==> src/hw/crba_pkg.sv <==
package crba_pkg;

    // ----------------------------------------------------------------
    // Memory geometry
    // ----------------------------------------------------------------
    localparam int CRBA_CHANNELS = 4;
    localparam int CRBA_WORDS = 40;
    localparam int CRBA_BLOCKS = 5;
    localparam int CRBA_BLOCK_WORDS = 8;
    localparam int CRBA_ADDR_W = 6;
    localparam int CRBA_DATA_W = 16;

    typedef logic [2:0] crba_block_t;
    typedef logic [2:0] crba_index_t;
    typedef logic [CRBA_ADDR_W-1:0] crba_addr_t;
    typedef logic [CRBA_DATA_W-1:0] crba_word_t;
    typedef logic [CRBA_CHANNELS-1:0] crba_chmask_t;

    // ----------------------------------------------------------------
    // Block codes
    // ----------------------------------------------------------------
    localparam crba_block_t CRBA_BLK_IMPEDANCE = 3'h0;
    localparam crba_block_t CRBA_BLK_ECHO = 3'h1;
    localparam crba_block_t CRBA_BLK_GAIN_TONE = 3'h2;
    localparam crba_block_t CRBA_BLK_TX = 3'h3;
    localparam crba_block_t CRBA_BLK_RX = 3'h4;
    localparam crba_block_t CRBA_BLK_LAST = 3'h4;

    // Word index walk and reset values
    localparam crba_index_t CRBA_INDEX_FIRST = 3'h7;
    localparam crba_index_t CRBA_INDEX_LAST = 3'h0;
    localparam crba_word_t CRBA_WORD_RST = 16'h0000;

    // Tone words, full 6-bit addresses
    localparam crba_addr_t CRBA_TONE1_AMP = 6'h17;
    localparam crba_addr_t CRBA_TONE1_FREQ = 6'h16;
    localparam crba_addr_t CRBA_TONE0_AMP = 6'h15;
    localparam crba_addr_t CRBA_TONE0_FREQ = 6'h14;

    typedef enum logic [1:0]
    {
        CRBA_IDLE = 2'b00,
        CRBA_WALK = 2'b01
    } crba_state_e;

    // Host command, one block transfer
    typedef struct packed
    {
        crba_block_t block;
        logic write;
        crba_chmask_t channels;
    } crba_cmd_s;

    // One word as it moves on the port
    typedef struct packed
    {
        logic valid;
        logic last;
        crba_addr_t addr;
        crba_word_t data;
    } crba_beat_s;

    typedef struct packed
    {
        crba_word_t tone1_amp;
        crba_word_t tone1_freq;
        crba_word_t tone0_amp;
        crba_word_t tone0_freq;
    } crba_tone_s;

endpackage

==> src/hw/crba_chan_mem.sv <==
`timescale 1ns/1ps
module crba_chan_mem
(
    // Clock and reset
    input wire logic ref_clk,
    input wire logic sys_rst,
    // Access
    input wire logic wr_en,
    input wire crba_pkg::crba_addr_t addr,
    input wire crba_pkg::crba_word_t wr_data,
    // Outputs
    output crba_pkg::crba_word_t rd_data,
    output crba_pkg::crba_tone_s tone
);
    import crba_pkg::*;

    // Addresses 40..63 are never produced, so the array holds only 40 words
    crba_word_t mem [CRBA_WORDS];
    crba_word_t rd_reg;
    crba_tone_s tone_reg;

    always_ff @(posedge ref_clk)
    begin
        if (wr_en && addr < crba_addr_t'(CRBA_WORDS))
        begin
            mem[addr] <= wr_data;
        end
        rd_reg <= (addr < crba_addr_t'(CRBA_WORDS)) ? mem[addr] : CRBA_WORD_RST;
    end

    // Tone words shadowed in flops so the generators read them freely
    always_ff @(posedge ref_clk)
    begin
        if (sys_rst)
        begin
            tone_reg <= '0;
        end
        else if (wr_en)
        begin
            if (addr == CRBA_TONE1_AMP) tone_reg.tone1_amp <= wr_data; // RULE7
            if (addr == CRBA_TONE1_FREQ) tone_reg.tone1_freq <= wr_data; // RULE7
            if (addr == CRBA_TONE0_AMP) tone_reg.tone0_amp <= wr_data; // RULE8
            if (addr == CRBA_TONE0_FREQ) tone_reg.tone0_freq <= wr_data; // RULE8
        end
    end

    assign rd_data = rd_reg;
    assign tone = tone_reg;
endmodule

==> src/hw/crba_top.sv <==
// Summary of operation
// RULE1: Forty words per channel, five blocks, 3-bit code.
// RULE2: Address is block code over word index.
// RULE3: Whole block transferred, index counts 7 down 0.
// RULE4: Host gives only the block code.
// RULE5: Fixed block assignment of filter and gain words.
// RULE6: Receive gain access always carries frequency correction.
// RULE7: Words 23, 22 hold tone 1 amplitude, frequency.
// RULE8: Words 21, 20 hold tone 0 amplitude, frequency.
// RULE9: Each channel owns its memory; only selected touched.
`timescale 1ns/1ps
module crba_top
(
    // Clock and reset
    input wire logic ref_clk,
    input wire logic sys_rst,
    // Command from the host control port
    input wire logic cmd_valid,
    input wire crba_pkg::crba_cmd_s cmd,
    output logic cmd_ready,
    // Write words, one per beat while walking
    input wire crba_pkg::crba_word_t wr_word,
    // Word stream out
    output crba_pkg::crba_beat_s beat,
    output crba_pkg::crba_word_t rd_word,
    // Status
    output logic cmd_error,
    output crba_pkg::crba_tone_s tone_words [crba_pkg::CRBA_CHANNELS]
);
    import crba_pkg::*;

    // ----------------------------------------------------------------
    // State
    // ----------------------------------------------------------------
    typedef struct packed
    {
        crba_state_e state;
        logic ready;
        crba_cmd_s cmd;
        crba_index_t index;
        logic error;
        crba_beat_s beat;
        logic rd_pend;
        crba_chmask_t rd_sel;
    } crba_top_s;

    // Reset leaves the walker idle with ready already up for the first command
    localparam crba_top_s CRBA_TOP_RST = '{state: CRBA_IDLE, ready: 1'b1, default: '0};

    crba_top_s st_reg;
    crba_top_s st_next;
    crba_word_t rd_reg;
    crba_word_t ch_rd [CRBA_CHANNELS];
    crba_tone_s ch_tone [CRBA_CHANNELS];
    crba_addr_t walk_addr;
    logic walking;

    assign walking = st_reg.state == CRBA_WALK;
    // Host code on top, word index generated here
    assign walk_addr = {st_reg.cmd.block, st_reg.index}; // RULE2 RULE4

    always_comb
    begin
        st_next = st_reg;
        st_next.beat.valid = 1'b0;
        st_next.beat.last = 1'b0;
        st_next.rd_pend = 1'b0;
        unique case (st_reg.state)
            CRBA_IDLE:
            begin
                if (cmd_valid)
                begin
                    // Codes above the receive block name no memory and are refused
                    if (cmd.block > CRBA_BLK_LAST) // RULE1 RULE5
                    begin
                        st_next.error = 1'b1;
                    end
                    else
                    begin
                        st_next.error = 1'b0;
                        st_next.cmd = cmd;
                        st_next.index = CRBA_INDEX_FIRST; // RULE3
                        st_next.state = CRBA_WALK;
                    end
                end
            end
            CRBA_WALK:
            begin
                // Gain and correction share one block, so one walk covers both
                st_next.beat.valid = 1'b1; // RULE6
                st_next.beat.addr = walk_addr;
                st_next.beat.data = wr_word;
                st_next.rd_pend = ~st_reg.cmd.write;
                st_next.rd_sel = st_reg.cmd.channels;
                st_next.index = st_reg.index - 3'h1; // RULE3
                if (st_reg.index == CRBA_INDEX_LAST)
                begin
                    st_next.beat.last = 1'b1;
                    st_next.state = CRBA_IDLE;
                end
            end
        endcase
        if (st_reg.rd_pend)
        begin
            st_next.beat.data = rd_word_mux(st_reg.rd_sel);
        end
        // Ready kept in its own flop so the port comes straight from a register
        st_next.ready = st_next.state == CRBA_IDLE;
    end

    // Lowest selected channel answers a read
    function automatic crba_word_t rd_word_mux(input crba_chmask_t sel);
        crba_word_t w;
        w = CRBA_WORD_RST;
        for (int i = CRBA_CHANNELS - 1; i >= 0; i--)
        begin
            if (sel[i]) w = ch_rd[i];
        end
        return w;
    endfunction

    always_ff @(posedge ref_clk)
    begin
        if (sys_rst)
        begin
            st_reg <= CRBA_TOP_RST;
            rd_reg <= CRBA_WORD_RST;
        end
        else
        begin
            st_reg <= st_next;
            rd_reg <= st_reg.rd_pend ? rd_word_mux(st_reg.rd_sel) : rd_reg;
        end
    end

    // ----------------------------------------------------------------
    // Per-channel memories
    // ----------------------------------------------------------------
    for (genvar c = 0; c < CRBA_CHANNELS; c++)
    begin : g_ch
        crba_chan_mem u_mem
        (
            .ref_clk(ref_clk),
            .sys_rst(sys_rst),
            .wr_en(walking && st_reg.cmd.write && st_reg.cmd.channels[c]), // RULE9
            .addr(walk_addr),
            .wr_data(wr_word),
            .rd_data(ch_rd[c]),
            .tone(ch_tone[c])
        );
    end

    // Tone outputs registered again so every output is a flop
    crba_tone_s tone_reg [CRBA_CHANNELS];
    always_ff @(posedge ref_clk)
    begin
        for (int c = 0; c < CRBA_CHANNELS; c++)
        begin
            tone_reg[c] <= sys_rst ? '0 : ch_tone[c];
        end
    end

    assign cmd_ready = st_reg.ready;
    assign beat = st_reg.beat;
    assign rd_word = rd_reg;
    assign cmd_error = st_reg.error;
    assign tone_words = tone_reg;
endmodule

==> config.mk <==
export PLATFORM = sky130hd
export DESIGN_NAME = crba_top
export DESIGN_NICKNAME = d
export VERILOG_FILES = /design/src/hw/crba_pkg.sv /design/src/hw/crba_chan_mem.sv /design/src/hw/crba_top.sv
export SDC_FILE = /design/constraint.sdc
export NUM_CORES = 2
export LEC_CHECK = 0
export BUFFER_PORTS_ARGS = -buffer_cell sky130_fd_sc_hd__buf_2
export CAP_MARGIN = 10
export CELL_PAD_IN_SITES_DETAIL_PLACEMENT = 0
export CELL_PAD_IN_SITES_GLOBAL_PLACEMENT = 2
export CORE_UTILIZATION = 35
export DETAILED_ROUTE_END_ITERATION = 8
export HOLD_SLACK_MARGIN = 0.15
export PLACE_DENSITY_LB_ADDON = 0.1
export SLEW_MARGIN = 20
export SYNTH_ARGS = -nofsm -noshare
export SYNTH_HDL_FRONTEND = slang
export SYNTH_SLANG_ARGS = --single-unit
==> constraint.sdc <==
create_clock -name ref_clk -period 2.56 [get_ports ref_clk]
set_input_delay 0.256 -clock ref_clk [delete_from_list [all_inputs] [get_ports ref_clk]]
set_output_delay 0.256 -clock ref_clk [all_outputs]
set_load 0.01 [all_outputs]
==> flow_summary_export.csv <==
group,metric,value,unit
placed_design,io_buffer_count,324,
grt,grt_pass1_vias,71800,
power,power_density,808,mW/mm²
clock_tree,cts_made_buffers,355,
floorplanning,core-area,0.337,mm²
detailed_routing,ant_nets,0,
final_layout,post-route-util,43.9,%
final_layout,layout_common_cells,"2560 x edfxtp_1, 795 x nand2_1, 652 x buf_4, 630 x dfxtp_1, 511 x a21oi_1",
yosys,yosys_most_used_dff,"edfxtp_1",
final_layout,regArea,0.0896,mm²
yosys,synth_cells,7453,
final_layout,drive_gt1_share,28.1,%
detailed_routing,drtPass1Iterations,5,
yosys,synthDistinctLibCells,57,
flow_run,maxCapViolCount,0,
detailed_routing,route.detailed.wl_per_inst,32.8,µm
final_layout,fill_cells,30000,
yosys,ys_async_sr_fraction,0,%
final_layout,largest_reg_flops,2560,
floorplanning,dieArea,0.341,mm²
timing,fin_tns_setup,-0.0163,ns
yosys,synth.avg_cell_area,15.9,µm²
final_layout,multiInputGateArea,0.0270,mm²
outcome,failed_checks,"setup timing",
timing,fmax,388,MHz
detailed_routing,routed_wirelength,442,mm
min_path,hold_depth,2,
grt,grt_max_degree,99,
detailed_routing,drt-vias-per-instance,5.41,
floorplanning,die_height,584,µm
floorplanning,io_pins,325,
floorplanning,die_w,584,µm
detailed_routing,drt_iter0_drc,7467,
timing,min_period,2.58,ns
critical_path,critPathArrivalTime,3.37,ns
placed_design,placed_area,0.135,mm²
floorplanning,num_rows,213,
detailed_routing,route.detailed.drc,0,
critical_path,crit_path_start_kind,"register",
timing,rsz0062_at_grt,"true",
min_path,hold_class,"primary input to register",
clock_tree,cts_tree,"yes",
outcome,run_status,"finished, violations left",
critical_path,end_kind,"register",
timing,worst_pin_slew,0.944,ns
power,ir_worst_vdd,0.000586,V
power,power_leakage,0.0493,µW
final_layout,syn_to_final_growth,24.9,%
critical_path,slowest_delay,0.55,ns
timing,finalCritPeriodShare,101,%
clock_tree,clock-sinks,3196,
grt,grt_pass1_wl,605,mm
yosys,synthesis.area,0.118,mm²
final_layout,num-nets-final,8681,
critical_path,slowest_stage,"mux4_2",
critical_path,crit_top_cell,"buf_4",
final_layout,final_common_cell,"edfxtp_1",
placed_design,dp_hpwl,283,mm
timing,report.final.slew_viol_count,0,
clock_tree,clockRootBuffer,"clkbuf_16",
floorplanning,start_util,35.2,%
critical_path,crit_type,"register to register",
timing,setup_viol,1,
placed_design,place_ws,-0.604,ns
yosys,ys_seq_area_share,75.7,%
detailed_routing,vias,72800,
timing,setup_slack,-0.0163,ns
timing,hold_ws,0.299,ns
grt,grt_usage,25.5,%
timing,finalHoldViolCount,0,
clock_tree,cts_buffer_depth,4,
final_layout,final_area,0.148,mm²
critical_path,crit_chain,"buf_12 -> buf_6 -> buf_16 -> buf_4 -> mux4_2 -> mux2i_2 -> o22ai_1 -> a21oi_2 -> buf_4 -> a21oi_1",
yosys,synthesis.nets,7485,
clock_tree,clk_pin_slew,0.06,ns
grt,antenna_found_initial,29,
critical_path,crit_fanout,6,
timing,relSlewSlack,37.1,%
clock_tree,htree_levels,5,
grt,overflow,0,
critical_path,r2r_cells,10,
yosys,ys_warn_count,0,
critical_path,required,3.35,ns
clock_tree,clk_latency,0.96,ns
yosys,synth-seq-cells,3196,
timing,fin_skew,0.0458,ns
yosys,synth_edf_count,2560,
placed_design,place.gp.congestion,0.829,
==> logic make-up after synthesis <==
kind of cell | synth area share (%)
DFF | 75.7
and+or+nand+nor | 5.76
AOI/OAI and AO/OA | 8.31
muxes | 7.98
buffers and inverters | 2.22
adders and majority gates | 0.0528
==> per-layer routing <==
metal	up-vias	part of all wire [%]	track usage [%]
met5	-	0.0025	0
met2	2815	46	41.0
met1	38400	45	36.7
met3	527	6.0	3.06
met4	2	2.7	6.33
li1	31100	-	-
==> synth_stat cells, types with 54 or more instances <==
master	instances	share of area (%)
a31oi_1	54	0.29
mux4_2	210	4.0
edfxtp_1	2560	65
buf_2	121	0.51
o22ai_1	74	0.39
dfxtp_1	636	11
o21ai_0	153	0.65
mux2_2	213	2.0
buf_4	101	0.64
mux2i_1	225	1.9
clkbuf_1	278	0.88
nand2_1	800	2.5
a221oi_1	264	2.0
a21oi_1	523	2.2
nor2b_1	281	1.5
nor2_1	399	1.3
a22oi_1	198	1.3
==> per-stage QoR <==
stage                     power [µW]  cells
after floorplan                62700   7453
after global placement         69800  12700
after detailed placement       69800  12700
after CTS                     120000  13400
after global routing          123000  13500
final                         120000  13500
==> power breakdown <==
part           internal, µW  total, µW  switching, µW  leakage [µW]
clock network         29100      50300          21200       0.00555
logic                  4590      12200           7570        0.0156
registers             56400      57100            698        0.0282
==> critical path, delay by kind of cell, from the launching register on <==
family / cells / cell delay, ns
compound gates: 3 / 0.37
buf+inv: 5 / 0.87
mux: 2 / 0.76
flops: 1 / 0.40
==> final timing paths <==
check | slack (ns) | start | to
setup reg to reg | -0.02 | st_reg[30]$_SDFFE_PP0P_ | g_ch[3].u_mem.rd_data[12]$_SDFF_PP0_
hold / removal | 0.30 | wr_word[10] | g_ch[1].u_mem.mem[36][10]$_DFFE_PP_
setup / recovery | -0.02 | st_reg[30]$_SDFFE_PP0P_ | g_ch[3].u_mem.rd_data[12]$_SDFF_PP0_
hold reg to reg | 0.45 | g_ch[0].u_mem.tone[32]$_SDFFE_PP0P_ | g_ch[0].u_mem.tone[32]$_SDFFE_PP0P_
==> final cells by class <==
| type | instances | share of cell area [%] |
|---|---|---|
| Timing Repair Buffer | 1377 | 9.64 |
| Antenna cell | 5 | 0.00846 |
| Sequential cell | 3196 | 60.6 |
| Clock inverter | 164 | 0.934 |
| Tap cell | 4515 | 3.82 |
| Clock buffer | 480 | 6.71 |
| Inverter | 5 | 0.0245 |
| Multi-Input combinational cell | 3714 | 18.3 |
==> repair_timing <==
action / CTS / global route
hold endpoints to repair: 2003 / 0
endpoints found under the setup margin: 1029 / 312
setup buffers: 14 / 8
pin swaps: 3 / 6
gates cloned: 3 / 3
resized for setup: 57 / 53
hold buffers: 45 / 0
Note: power is estimated with default switching activity, not from simulation.
